### config.mk
export PLATFORM = sky130hd
export DESIGN_NAME = cte_top
export DESIGN_NICKNAME = d
export VERILOG_FILES = /design/src/rtl/cte_pkg.sv /design/src/rtl/cte_sync.sv /design/src/rtl/cte_top.sv
export VERILOG_INCLUDE_DIRS = /design/src /design/src/rtl
export SDC_FILE = /design/constraint.sdc
export NUM_CORES = 1
export LEC_CHECK = 0
export BUFFER_PORTS_ARGS = -buffer_cell sky130_fd_sc_hd__buf_2
export CAP_MARGIN = 20
export CORE_UTILIZATION = 40
export DETAILED_ROUTE_END_ITERATION = 7
export PLACE_DENSITY = 0.58
export SYNTH_ARGS = -nofsm -noshare
export SYNTH_HDL_FRONTEND = slang
export SYNTH_SLANG_ARGS = --single-unit
### constraint.sdc
create_clock -name pclk -period 3.3 [get_ports pclk]
set_input_delay 0.66 -clock pclk [delete_from_list [all_inputs] [get_ports pclk]]
set_output_delay 0.66 -clock pclk [all_outputs]
set_load 0.005 [all_outputs]
### src/rtl/cte_regs.svh
/*
 * register offsets, field positions, reset values and timing counts
 * of the event-action and interrupt-enable block.
 * assumes: included by bare name from the top module and the bench.
 */
`ifndef CTE_REGS_SVH
`define CTE_REGS_SVH

`define CTE_OFF_ACTION    12'h020
`define CTE_OFF_MASK_CLR  12'h024
`define CTE_OFF_MASK_SET  12'h028
`define CTE_OFF_FLAGS     12'h02c

`define CTE_ACTION_RST    32'h0000_0000
`define CTE_MASK_RST      32'h0000_0000
`define CTE_FLAGS_RST     32'h0000_0000

`define CTE_ACT0_LSB      0
`define CTE_ACT0_MSB      2
`define CTE_ACT1_LSB      3
`define CTE_ACT1_MSB      5
`define CTE_ACTION_VALID  32'h0000_003f

`define CTE_BIT_WRAP      0
`define CTE_BIT_RESTART   1
`define CTE_BIT_CYCLE     2
`define CTE_BIT_CAPERR    3
`define CTE_BIT_HALT      11
`define CTE_BIT_SOFT_A    12
`define CTE_BIT_SOFT_B    13
`define CTE_BIT_HARD0     14
`define CTE_BIT_HARD1     15
`define CTE_BIT_CHAN_LSB  16
`define CTE_BIT_CHAN_MSB  19
`define CTE_IRQ_VALID     32'h000f_f80f

`define CTE_ACT_OFF       3'h0
`define CTE_ACT_RESTART   3'h1
`define CTE_ACT0_TALLY    3'h2
`define CTE_ACT0_START    3'h3
`define CTE_ACT0_INC      3'h4
`define CTE_ACT0_GATE     3'h5
`define CTE_ACT0_RSVD     3'h6
`define CTE_ACT1_DIR      3'h2
`define CTE_ACT1_STOP     3'h3
`define CTE_ACT1_DOWN     3'h4
`define CTE_ACT1_PTW      3'h5
`define CTE_ACT1_WTP      3'h6
`define CTE_ACT_FAULT     3'h7

`define CTE_TICK_DIV      4
`define CTE_DIV_W         2

`endif

### src/rtl/cte_pkg.sv
/*
 * types shared by the event-action and interrupt-enable block.
 * assumes: cte_regs.svh holds the numbers.
 */
`default_nettype none
package cte_pkg;
   typedef logic [2:0] cte_act_t;
   typedef logic [31:0] cte_word_t;
   typedef logic [11:0] cte_addr_t;
endpackage
`default_nettype wire

### src/rtl/cte_sync.sv
/*
 * three-stage synchroniser for one asynchronous event pin; the output
 * level changes only once stages two and three agree.
 * assumes: one clock pclk, asynchronous active-low reset.
 */
`default_nettype none
module cte_sync (
   input wire logic pclk,    // clock
   input wire logic presetn, // async reset, low
   input wire logic pin,     // asynchronous level
   output logic lvl          // filtered level
);
   logic s1_ff;
   logic s2_ff;
   logic s3_ff;
   logic lvl_ff;

   always_ff @(posedge pclk or negedge presetn) begin
      if (!presetn) begin
         s1_ff <= 1'b0;
         s2_ff <= 1'b0;
         s3_ff <= 1'b0;
      end else begin
         s1_ff <= pin;
         s2_ff <= s1_ff;
         s3_ff <= s2_ff;
      end
   end

   always_ff @(posedge pclk or negedge presetn) begin
      if (!presetn) begin
         lvl_ff <= 1'b0;
      end else if (s2_ff == s3_ff) begin
         lvl_ff <= s3_ff;
      end
   end

   assign lvl = lvl_ff;
endmodule // cte_sync
`default_nettype wire

### src/rtl/cte_top.sv
/*
 * event-input action decode and interrupt enable/flag registers of the
 * control timer, reached over apb.
 * assumes: counter core consumes the action outputs and reports flag
 * conditions as one-cycle pulses on pclk; event pins are asynchronous.
 */
// Added by the designer: the APB register port.
// Contract
// - input one field bits 5:3, 7 faults
// - code 0 idle, code 1 restarts counter
// - input one: direction, stop, decrement
// - input one: period/width capture orders
// - input zero field bits 2:0, 6 reserved
// - input zero: count, start, increment
// - input zero: gated count, fault
// - clear port ones clear enables
// - zeros leave enables unchanged
// - both mask ports read one state
// - channel enables at bits 16-19
// - fault enables at bits 11-15
// - wrap, restart, cycle, error at 0-3
// - set port ones set enables
// - flags set next count tick, w1c
`default_nettype none
`include "cte_regs.svh"
module cte_top
   import cte_pkg::*;
(
   input wire logic pclk,                // apb clock 50 mhz
   input wire logic presetn,             // async reset, low
   input wire logic psel,                // apb select
   input wire logic penable,             // apb access phase
   input wire logic pwrite,              // apb write
   input wire logic [11:0] paddr,        // apb byte address
   input wire logic [31:0] pwdata,       // apb write data
   output logic [31:0] prdata,           // apb read data
   output logic pready,                  // apb ready
   output logic pslverr,                 // apb error, unmapped
   input wire logic write_protect,       // action and mask write protection
   input wire logic event_input_zero,    // async event pin 0
   input wire logic event_input_one,     // async event pin 1
   input wire logic [3:0] cond_channel,  // channel hit pulses
   input wire logic cond_soft_a,         // soft stop a pulse
   input wire logic cond_soft_b,         // soft stop b pulse
   input wire logic cond_halt,           // debug halt fault pulse
   input wire logic [1:0] cond_hard,     // hard stop pulses
   input wire logic cond_cap_err,        // capture error pulse
   input wire logic cond_cycle,          // counter cycle pulse
   input wire logic cond_restart,        // retrigger pulse
   input wire logic cond_wrap,           // overflow pulse
   output logic count_clock,             // count tick enable
   output logic restart_req,             // restart pulse
   output logic tally_on_event,          // count step pulse
   output logic start_req,               // start pulse
   output logic inc_req,                 // increment pulse
   output logic count_gate,              // count while high
   output logic stop_req,                // stop pulse
   output logic count_down_step,         // decrement pulse
   output logic dir_down,                // direction level
   output logic period_then_width,       // capture order level
   output logic width_then_period,       // capture order level
   output logic cap_rise,                // capture on rise pulse
   output logic cap_fall,                // capture on fall pulse
   output logic [1:0] hard_stop_req,     // fault pulses
   output logic irq                      // interrupt level
);
   cte_word_t action_ff, mask_ff, flags_ff, pend_ff, prdata_ff;
   cte_word_t cond, rd_word;
   cte_act_t act0, act1;
   logic [`CTE_DIV_W-1:0] div_ff;
   logic tick_ff, wr_en, mapped;
   logic ev0_lvl, ev1_lvl, ev0_prev_ff, ev1_prev_ff;
   logic ev0_rise, ev1_rise, ev1_fall;
   logic restart_ff, tally_ff, start_ff, inc_ff, gate_ff, stop_ff;
   logic down_ff, dir_ff, ptw_ff, wtp_ff, rise_ff, fall_ff;
   logic [1:0] fault_ff;

   // apb decode
   assign mapped = (paddr == `CTE_OFF_ACTION) || (paddr == `CTE_OFF_MASK_CLR) ||
                   (paddr == `CTE_OFF_MASK_SET) || (paddr == `CTE_OFF_FLAGS);
   assign pready = 1'b1;
   assign pslverr = psel && penable && !mapped;
   assign wr_en = psel && penable && pwrite && mapped;

   always_comb begin
      rd_word = 32'h0000_0000;
      unique case (paddr)
         `CTE_OFF_ACTION: rd_word = action_ff;
         `CTE_OFF_MASK_CLR: rd_word = mask_ff;
         `CTE_OFF_MASK_SET: rd_word = mask_ff;
         `CTE_OFF_FLAGS: rd_word = flags_ff;
         default: rd_word = 32'h0000_0000;
      endcase
   end

   // read data latched in the setup cycle
   always_ff @(posedge pclk or negedge presetn) begin
      if (!presetn) begin
         prdata_ff <= 32'h0000_0000;
      end else if (psel && !penable && !pwrite) begin
         prdata_ff <= rd_word;
      end
   end
   assign prdata = prdata_ff;

   always_ff @(posedge pclk or negedge presetn) begin
      if (!presetn) begin
         action_ff <= `CTE_ACTION_RST;
      end else if (wr_en && !write_protect && paddr == `CTE_OFF_ACTION) begin
         action_ff <= pwdata & `CTE_ACTION_VALID;
      end
   end
   assign act0 = action_ff[`CTE_ACT0_MSB:`CTE_ACT0_LSB];
   assign act1 = action_ff[`CTE_ACT1_MSB:`CTE_ACT1_LSB];

   // one enable state behind both mask ports
   always_ff @(posedge pclk or negedge presetn) begin
      if (!presetn) begin
         mask_ff <= `CTE_MASK_RST;
      end else if (wr_en && !write_protect) begin
         if (paddr == `CTE_OFF_MASK_CLR) begin
            mask_ff <= mask_ff & ~(pwdata & `CTE_IRQ_VALID);
         end else if (paddr == `CTE_OFF_MASK_SET) begin
            mask_ff <= mask_ff | (pwdata & `CTE_IRQ_VALID);
         end
      end
   end

   // count clock divider
   always_ff @(posedge pclk or negedge presetn) begin
      if (!presetn) begin
         div_ff <= '0;
         tick_ff <= 1'b0;
      end else begin
         div_ff <= div_ff + 1'b1;
         tick_ff <= (div_ff == `CTE_DIV_W'(`CTE_TICK_DIV - 1));
      end
   end
   assign count_clock = tick_ff;

   // flag conditions gathered into the register layout
   always_comb begin
      cond = 32'h0000_0000;
      cond[`CTE_BIT_CHAN_MSB:`CTE_BIT_CHAN_LSB] = cond_channel;
      cond[`CTE_BIT_HARD1] = cond_hard[1] | fault_ff[1];
      cond[`CTE_BIT_HARD0] = cond_hard[0] | fault_ff[0];
      cond[`CTE_BIT_SOFT_B] = cond_soft_b;
      cond[`CTE_BIT_SOFT_A] = cond_soft_a;
      cond[`CTE_BIT_HALT] = cond_halt;
      cond[`CTE_BIT_CAPERR] = cond_cap_err;
      cond[`CTE_BIT_CYCLE] = cond_cycle;
      cond[`CTE_BIT_RESTART] = cond_restart;
      cond[`CTE_BIT_WRAP] = cond_wrap;
   end

   // pending conditions land on the next count tick; set beats clear
   always_ff @(posedge pclk or negedge presetn) begin
      if (!presetn) begin
         pend_ff <= 32'h0000_0000;
      end else if (tick_ff) begin
         pend_ff <= cond;
      end else begin
         pend_ff <= pend_ff | cond;
      end
   end

   always_ff @(posedge pclk or negedge presetn) begin
      if (!presetn) begin
         flags_ff <= `CTE_FLAGS_RST;
      end else begin
         flags_ff <= ((wr_en && paddr == `CTE_OFF_FLAGS) ? (flags_ff & ~pwdata) : flags_ff)
                     | (tick_ff ? pend_ff : 32'h0000_0000);
      end
   end

   assign irq = |(flags_ff & mask_ff);

   // event pins
   cte_sync u_sync0 (
      .pclk(pclk),
      .presetn(presetn),
      .pin(event_input_zero),
      .lvl(ev0_lvl)
   );
   cte_sync u_sync1 (
      .pclk(pclk),
      .presetn(presetn),
      .pin(event_input_one),
      .lvl(ev1_lvl)
   );

   always_ff @(posedge pclk or negedge presetn) begin
      if (!presetn) begin
         ev0_prev_ff <= 1'b0;
         ev1_prev_ff <= 1'b0;
      end else begin
         ev0_prev_ff <= ev0_lvl;
         ev1_prev_ff <= ev1_lvl;
      end
   end
   assign ev0_rise = ev0_lvl && !ev0_prev_ff;
   assign ev1_rise = ev1_lvl && !ev1_prev_ff;
   assign ev1_fall = !ev1_lvl && ev1_prev_ff;

   // action decode
   always_ff @(posedge pclk or negedge presetn) begin
      if (!presetn) begin
         restart_ff <= 1'b0;
         tally_ff <= 1'b0;
         start_ff <= 1'b0;
         inc_ff <= 1'b0;
         gate_ff <= 1'b0;
         fault_ff <= 2'h0;
      end else begin
         restart_ff <= (ev0_rise && act0 == `CTE_ACT_RESTART)
                       || (ev1_rise && act1 == `CTE_ACT_RESTART);
         tally_ff <= ev0_rise && act0 == `CTE_ACT0_TALLY;
         start_ff <= ev0_rise && act0 == `CTE_ACT0_START;
         inc_ff <= ev0_rise && act0 == `CTE_ACT0_INC;
         gate_ff <= ev0_lvl && act0 == `CTE_ACT0_GATE;
         fault_ff[0] <= ev0_rise && act0 == `CTE_ACT_FAULT;
         fault_ff[1] <= ev1_rise && act1 == `CTE_ACT_FAULT;
      end
   end

   always_ff @(posedge pclk or negedge presetn) begin
      if (!presetn) begin
         stop_ff <= 1'b0;
         down_ff <= 1'b0;
         dir_ff <= 1'b0;
         ptw_ff <= 1'b0;
         wtp_ff <= 1'b0;
         rise_ff <= 1'b0;
         fall_ff <= 1'b0;
      end else begin
         stop_ff <= ev1_rise && act1 == `CTE_ACT1_STOP;
         down_ff <= ev1_rise && act1 == `CTE_ACT1_DOWN;
         dir_ff <= ev1_lvl && act1 == `CTE_ACT1_DIR;
         ptw_ff <= act1 == `CTE_ACT1_PTW;
         wtp_ff <= act1 == `CTE_ACT1_WTP;
         rise_ff <= ev1_rise && (act1 == `CTE_ACT1_PTW || act1 == `CTE_ACT1_WTP);
         fall_ff <= ev1_fall && (act1 == `CTE_ACT1_PTW || act1 == `CTE_ACT1_WTP);
      end
   end

   assign restart_req = restart_ff;
   assign tally_on_event = tally_ff;
   assign start_req = start_ff;
   assign inc_req = inc_ff;
   assign count_gate = gate_ff;
   assign stop_req = stop_ff;
   assign count_down_step = down_ff;
   assign dir_down = dir_ff;
   assign period_then_width = ptw_ff;
   assign width_then_period = wtp_ff;
   assign cap_rise = rise_ff;
   assign cap_fall = fall_ff;
   assign hard_stop_req = fault_ff;
endmodule // cte_top
`default_nettype wire

==> impl_metrics.csv, run 1 <==
group,metric,value,unit
floorplanning,die_y,113,um
drt,drt_iter0_markers,174,
yosys,syn_inst,404,
finish,finish.net_count,585,
clock_tree,postCtsHoldBufs,0,
drt,dr.pass1.iters,4,
run_status,outcome,"finished, final reports clean",
sta,rsz0062_at_grt,"false",
yosys,synth_top_family_by_area,"compound AO/OA/AOI/OAI gates",
setup_path,critical_path_depth,6,
power_and_ir_drop,totalPowerFinal,3.54,mW
yosys,synth_area_leaders,"dfrtp_1 (63%), mux2_2 (6.2%), nand2_1 (4.3%)",
floorplanning,dieWidth,113,um
grt,gr-usage-all-layers,19.8,%
floorplanning,ios,115,
setup_path,max_stage_delay,380,ps
setup_path,path_delay_family,"simple AND/OR/NAND/NOR gates",
clock_tree,cts_root_buffer,"clkbuf_16",
clock_tree,post-cts-setup-buffer-count,0,
yosys,synthFlopType,"dfrtp_1",
yosys,avgSynthCellArea,12.2,um^2
setup_path,worst_setup_path_end_kind,"primary output",
floorplanning,start_util,40.9,%
setup_path,crit_type,"in -> out",
sta,relSlewSlack,40.2,%
yosys,synth.yosys.seq_area_share,62.6,%
yosys,synth-seq-cells,123,
clock_tree,cts.sinks,123,
yosys,synth_nets,470,
job,drv_cap,0,
sta,finalSetupTns,0,ps
power_and_ir_drop,total_leakage_power,3.05,nW
power_and_ir_drop,intPower,2.81,mW
setup_path,cpMostUsedCell,"buf_2",
setup_path,start_kind,"input pin",
setup_path,path_cells,"buf_2 > nor4_1 > nand4b_1 > buf_4 > and3_1 > buf_2",
setup_path,crit_path_end,"pslverr",
drt,post_drt_wl_per_cell,17.1,um
yosys,synth_edf_count,0,
grt,grt_max_degree,124,
sta,worstMarginPinSlew,897,ps
yosys,synth_top_cell_by_area,"dfrtp_1",
grt,grt-ovfl-total,0,
drt,routed_wl,11600,um
drt,remaining_drc_errors,0,
drt,viasPerCell,5.27,
sta,hold-worst-slack,331,ps
clock_tree,postCtsResizedCells,0,
setup_path,cp-startpoint,"paddr[10]",
yosys,synth_compound_area_share,15.3,%
yosys,ys_types,44,
setup_path,worstRegToRegCells,2,
finish,insertedDiodeCount,0,
placed_design,place_congestion,0.769,
sta,setup_slack,812,ps
yosys,synth_area,0.00491,mm^2
clock_tree,cts_made_buffers,17,
yosys,synthXorXnorAreaFrac,0.331,%
sta,finalMaxSlewViolations,0,
power_and_ir_drop,max-vdd-ir-drop,0.000308,V
floorplanning,die-area,0.0127,mm^2
setup_path,crit_buf_inv,3,
power_and_ir_drop,seqPwrFrac,43.5,%
finish,drive_gt1_share,34.0,%
clock_tree,cts.path.max_buffers,2,
clock_tree,clk-insertion-delay-late,410,ps
clock_tree,cts_tree,"done",
drt,ant_nets,0,
sta,timing.fmax,402,MHz
setup_path,critPathArrivalTime,1830,ps
power_and_ir_drop,comb_power_share,4.1,%
placed_design,dp_slack,599,ps
placed_design,portBuffers,113,
power_and_ir_drop,clkPwrFrac,52.3,%
power_and_ir_drop,switching_share,20.4,%
placed_design,hpwl,7760,um
finish,area_growth,26.5,%
setup_path,slowest_stage,"nor4_1",
power_and_ir_drop,p_sw,0.722,mW
setup_path,r2r_start,"count_clock$_DFF_PN0_",
floorplanning,coreArea,0.0120,mm^2
sta,fin_crit,2490,ps
worst_hold_path,hold_path.class,"in -> async",
grt,antenna_found_initial,0,
sta,fin_skew,6.11,ps
floorplanning,rows,40,
power_and_ir_drop,power_density,569,mW/mm^2
yosys,ys_warn_count,0,
setup_path,crit_required,2640,ps
setup_path,critPathMaxFanout,13,
setup_path,reg2reg_setup_slack,1730,ps
yosys,muxShareOfSynthArea,6.42,%
drt,vias,3580,
yosys,async_flop_share,100,%
yosys,synth-adder-area-share,0.662,%
sta,finalCritPeriodShare,75.4,%
yosys,synth_top_area_share,62.6,%
grt,grt_pass1_wl,18800,um
yosys,yosys.area_share.simple,12.3,%
grt,first_global_vias,3596,
sta,setup_viol,0,
clock_tree,cts_max_level,4,
setup_path,reg2reg_to,"pend_ff[15]$_DFF_PN0_",
clock_tree,path_clk_slew,50,ps
sta,hold_viol,0,
==> synth_stat cells (2+ instances only) <==
library cell / number
nor4_1: 2
clkbuf_1: 16
dfrtp_1: 123
nor2_1: 10
o31ai_1: 12
mux2_2: 27
a21o_1: 11
buf_4: 3
a221oi_1: 2
nand2b_1: 4
o21ai_0: 21
nor3b_1: 2
inv_1: 2
a2bb2oi_1: 4
maj3_1: 2
buf_2: 2
nand3_1: 29
a22o_1: 14
a211o_1: 2
nand2_1: 56
a21boi_0: 19
or3b_2: 2
a22oi_1: 17
nor3_1: 2
==> metrics by stage <==
stage          util, %  area [um^2]  std cells
6_report          51.7         6210        679
5_1_grt           51.7         6210        679
4_1_cts           51.7         6210        679
3_5_place_dp      46.7         5610        647
3_3_place_gp      46.7         5610        647
2_1_floorplan        -         4910        404
==> worst reg2reg max path, delay by kind of cell, from the launching register on <==
kind / cells / cell delay [ps]
compound gates: 1 / 360
flops: 1 / 690
buf+inv: 1 / 410
==> power groups by stage <==
stage               clock, mW  sequential (mW)  combinational, mW
global route             1.97             1.54              0.163
global placement            0             1.56              0.146
finish                   1.85             1.54              0.146
detailed placement          0             1.56              0.148
CTS                      1.89             1.54              0.149
floorplan                   0             1.56             0.0565
==> registers in the layout, indices dropped and copies added (netlist names), 2 cells and up <==
signal / count
action_ff: 6
div_ff: 2
flags_ff: 32
hard_stop_req: 2
mask_ff: 13
pend_ff: 13
prdata: 32
==> worst min-delay path by stage <==
stage,endpoint,slack [ps],cells after the start
global placement,u_sync0.s2_ff$_DFF_PN0_,340,0
floorplan,u_sync0.s2_ff$_DFF_PN0_,330,0
CTS,u_sync1.s1_ff$_DFF_PN0_,340,1
global route,u_sync1.s1_ff$_DFF_PN0_,340,1
detailed placement,u_sync0.s2_ff$_DFF_PN0_,340,0
finish,cap_fall$_DFF_PN0_,330,2
==> layer usage <==
layer	track usage, %	wire (um)
met1	26.1	5400
met2	28.8	5090
met3	7.34	875
met4	9.51	243
met5	0	0
==> cell type report <==
class	count	area [um^2]
Timing Repair Buffer	118	618
Clock inverter	6	82.6
Sequential cell	123	3080
Tap cell	147	184
Fill cell	1083	5800
Inverter	2	7.51
Clock buffer	26	519
Multi-Input combinational cell	257	1730
==> cell usage in the layout, fill, tap and decap left out, types with 4 or more instances in the layout <==
| cell | instances |
|---|---|
| a21o_1 | 11 |
| a21boi_0 | 19 |
| a22o_1 | 14 |
| buf_2 | 112 |
| o21ai_0 | 21 |
| nand2_1 | 56 |
| o31ai_1 | 12 |
| dfrtp_1 | 123 |
| nand2b_1 | 4 |
| buf_4 | 5 |
| nor2_1 | 10 |
| mux2_2 | 27 |
| a2bb2oi_1 | 4 |
| clkbuf_8 | 6 |
| clkbuf_16 | 17 |
| a22oi_1 | 17 |
| nand3_1 | 29 |
==> kinds of logic after synthesis <==
logic type,Yosys count
xor+xnor,1
mux,28
flops,123
simple gates,121
other cells,1
fa+ha+maj,3
compound gates,103
buf+inv,24
(Power assumes the default switching activity.)
==> run 2, diff against run 1 <==
--- a/config.mk
+++ b/config.mk
@@ -6,6 +6,7 @@
 export SDC_FILE = /design/constraint.sdc
 export NUM_CORES = 1
 export LEC_CHECK = 0
+export ABC_AREA = 1
 export BUFFER_PORTS_ARGS = -buffer_cell sky130_fd_sc_hd__buf_2
 export CAP_MARGIN = 20
 export CORE_UTILIZATION = 40
==> constraint.sdc (replaced) <==
create_clock -name pclk -period 2.3 [get_ports pclk]
set_input_delay 0.46 -clock pclk [delete_from_list [all_inputs] [get_ports pclk]]
set_output_delay 0.46 -clock pclk [all_outputs]
set_load 0.005 [all_outputs]
==> impl_metrics.csv, run 2 <==
group,metric,value,unit
placed_design,placed_area,0.00589,mm^2
run_status,outcome,"finished, final reports clean",
power_and_ir_drop,total_leakage_power,3.40,nW
yosys,synth.yosys.seq_area_share,59.8,%
drt,post_drt_wl_per_cell,13.5,um
clock_tree,postCtsResizedCells,0,
grt,grt-ovfl-total,0,
sta,worstMarginPinSlew,601,ps
floorplanning,coreArea,0.0126,mm^2
finish,mostFrequentLayoutCells,"nand2_1 (152), dfrtp_1 (123), buf_2 (112), inv_1 (51), nand3_1 (39)",
finish,drive_gt1_share,28.5,%
finish,finish.net_count,730,
power_and_ir_drop,p_sw,1.02,mW
setup_path,critPathMaxFanout,3,
grt,grt_max_degree,51,
setup_path,crit_type,"reg -> out",
floorplanning,dieWidth,115,um
floorplanning,die_y,115,um
grt,first_global_vias,4035,
setup_path,reg2reg_setup_slack,1210,ps
yosys,yosys-top-cells-count,"nand2_1 (152), dfrtp_1 (123), inv_1 (51)",
drt,remaining_drc_errors,0,
clock_tree,cts_made_buffers,17,
drt,dr.pass1.iters,5,
setup_path,worstRegToRegCells,4,
clock_tree,cts_tree,"done",
floorplanning,ios,115,
placed_design,place_congestion,0.772,
clock_tree,cts.sinks,123,
clock_tree,path_clk_slew,50,ps
clock_tree,cts_max_level,4,
yosys,synth_top_cell_by_area,"dfrtp_1",
finish,post-route-util,52.1,%
grt,grt_util_met1,22.9,%
yosys,synth_top_area_share,59.8,%
yosys,avgSynthCellArea,9.51,um^2
worst_hold_path,worstHoldStart,"event_input_zero",
sta,finalMaxSlewViolations,0,
grt,grt_pass1_wl,19100,um
sta,rsz0062_at_grt,"false",
sta,setup_viol,0,
finish,fin_cells,849,
sta,fin_crit,1990,ps
clock_tree,clk-insertion-delay-late,410,ps
yosys,ys_warn_count,0,
yosys,syn_inst,541,
yosys,async_flop_share,100,%
power_and_ir_drop,power_density,808,mW/mm^2
yosys,synth_area_leaders,"dfrtp_1 (60%), nand2_1 (11%), nand3_1 (3.8%)",
placed_design,portBuffers,113,
yosys,synth_nets,607,
setup_path,crit_required,1840,ps
finish,area_growth,27.3,%
drt,viasPerCell,4.71,
grt,gr-usage-all-layers,19.1,%
drt,ant_nets,0,
yosys,synth-seq-cells,123,
yosys,synthFlopType,"dfrtp_1",
sta,hold_viol,0,
sta,relSlewSlack,59.9,%
grt,grtUsageMet3,5.80,%
drt,vias,3996,
sta,finalSetupTns,0,ps
power_and_ir_drop,clkPwrFrac,54.6,%
sta,timing.fmax,502,MHz
setup_path,critPathArrivalTime,1530,ps
yosys,synth_edf_count,0,
drt,routed_wl,11500,um
setup_path,start_kind,"register",
worst_hold_path,hold_end,"u_sync0.s1_ff$_DFF_PN0_",
yosys,synth_area,0.00514,mm^2
power_and_ir_drop,intPower,4.27,mW
clock_tree,cts_root_buffer,"clkbuf_16",
sta,fin_skew,7.88,ps
setup_path,worst_setup_path_end_kind,"primary output",
power_and_ir_drop,seqPwrFrac,41.6,%
finish,insertedDiodeCount,0,
power_and_ir_drop,comb_power_share,3.8,%
power_and_ir_drop,switching_share,19.3,%
sta,hold-worst-slack,155,ps
clock_tree,cts.path.max_buffers,2,
placed_design,dp_slack,367,ps
yosys,ys_types,37,
finish,final_common_cell,"nand2_1",
grt,busiest_layer,"met2",
setup_path,r2r_start,"u_sync1.lvl$_DFFE_PN0N_",
yosys,yosysMostFrequentCell,"nand2_1",
placed_design,hpwl,8490,um
grt,antenna_found_initial,0,
power_and_ir_drop,max-vdd-ir-drop,0.000604,V
sta,finalCritPeriodShare,86.5,%
job,drv_cap,0,
floorplanning,die-area,0.0133,mm^2
setup_path,reg2reg_to,"hard_stop_req[1]$_DFF_PN0_",
worst_hold_path,hold_path.class,"in -> reg",
floorplanning,rows,41,
grt,gr-usage-met2,31.1,%
finish,design_area,0.00655,mm^2
placed_design,placedCellCount,816,
power_and_ir_drop,totalPowerFinal,5.29,mW
drt,drt_iter0_markers,181,
worst_hold_path,hold_depth,1,
floorplanning,start_util,40.9,%
sta,setup_slack,310,ps
## run 2: cell types whose count changed in the layout (fill, tap and decap cells not counted), sizes merged, moves of 11 or more
cell,previous run,this run
mux2,28,0
o21bai,0,11
a21o,11,0
a22oi,17,0
nand3,29,40
a22o,14,0
o21ai,21,49
inv,2,54
nor2,10,28
nand2,56,166
## run 2: cells by family (layout without fill, tap and decap cells)
group	Yosys count	in the layout	share of synthesized area (%)
simple gates	250	250	21.9
flops	123	123	59.8
fa+ha+maj	3	3	0.632
compound gates	88	88	10.9
other cells	1	1	0.0729
buf+inv	76	212	6.64
## run 2: power by group through the flow
stage | logic, mW | registers (mW) | clock network, mW
2_1_floorplan | 0.0699 | 2.24 | 0
3_3_place_gp | 0.199 | 2.24 | 0
3_5_place_dp | 0.203 | 2.24 | 0
4_1_cts | 0.206 | 2.20 | 2.94
5_1_grt | 0.229 | 2.21 | 3.04
6_report | 0.200 | 2.20 | 2.89
## run 2: cell type report
cell class                      instances  area (um^2)
Inverter                               55          208
Timing Repair Buffer                  125          673
Tap cell                              172          215
Multi-Input combinational cell        342         1730
Clock buffer                           25          485
Fill cell                            1216         6020
Clock inverter                          7          160
Sequential cell                       123         3080
## run 2: worst max-delay path: stages (launching register included)
cell and delay (ps):
dfrtp_1 400, nand2_1 80, nand2_1 50, a221oi_1 260
nand4_1 170, buf_2 160
## run 2: how the worst max path moves through the flow
stage,start,end,slack [ps],depth (start not counted)
4_1_cts,flags_ff[3]$_DFF_PN0_,irq,230,5
3_5_place_dp,paddr[7],flags_ff[22]$_DFFE_PN0N_,370,7
2_1_floorplan,paddr[2],pslverr,590,7
6_report,mask_ff[3]$_DFFE_PN0P_,irq,310,5
5_1_grt,flags_ff[3]$_DFF_PN0_,irq,120,5
3_3_place_gp,paddr[11],mask_ff[13]$_DFFE_PN0P_,450,9
## run 2: layer usage
metal	share of wire, %	routed length [um]
met1	45	5170
met2	48	5470
met3	5.2	595
met4	2.0	224
met5	0	0
## run 2: repair_timing
item,in CTS,in global routing
endpoints found under the setup margin,0,0
hold buffers,1,0
hold endpoints to repair,29,0
buffers inserted,0,0
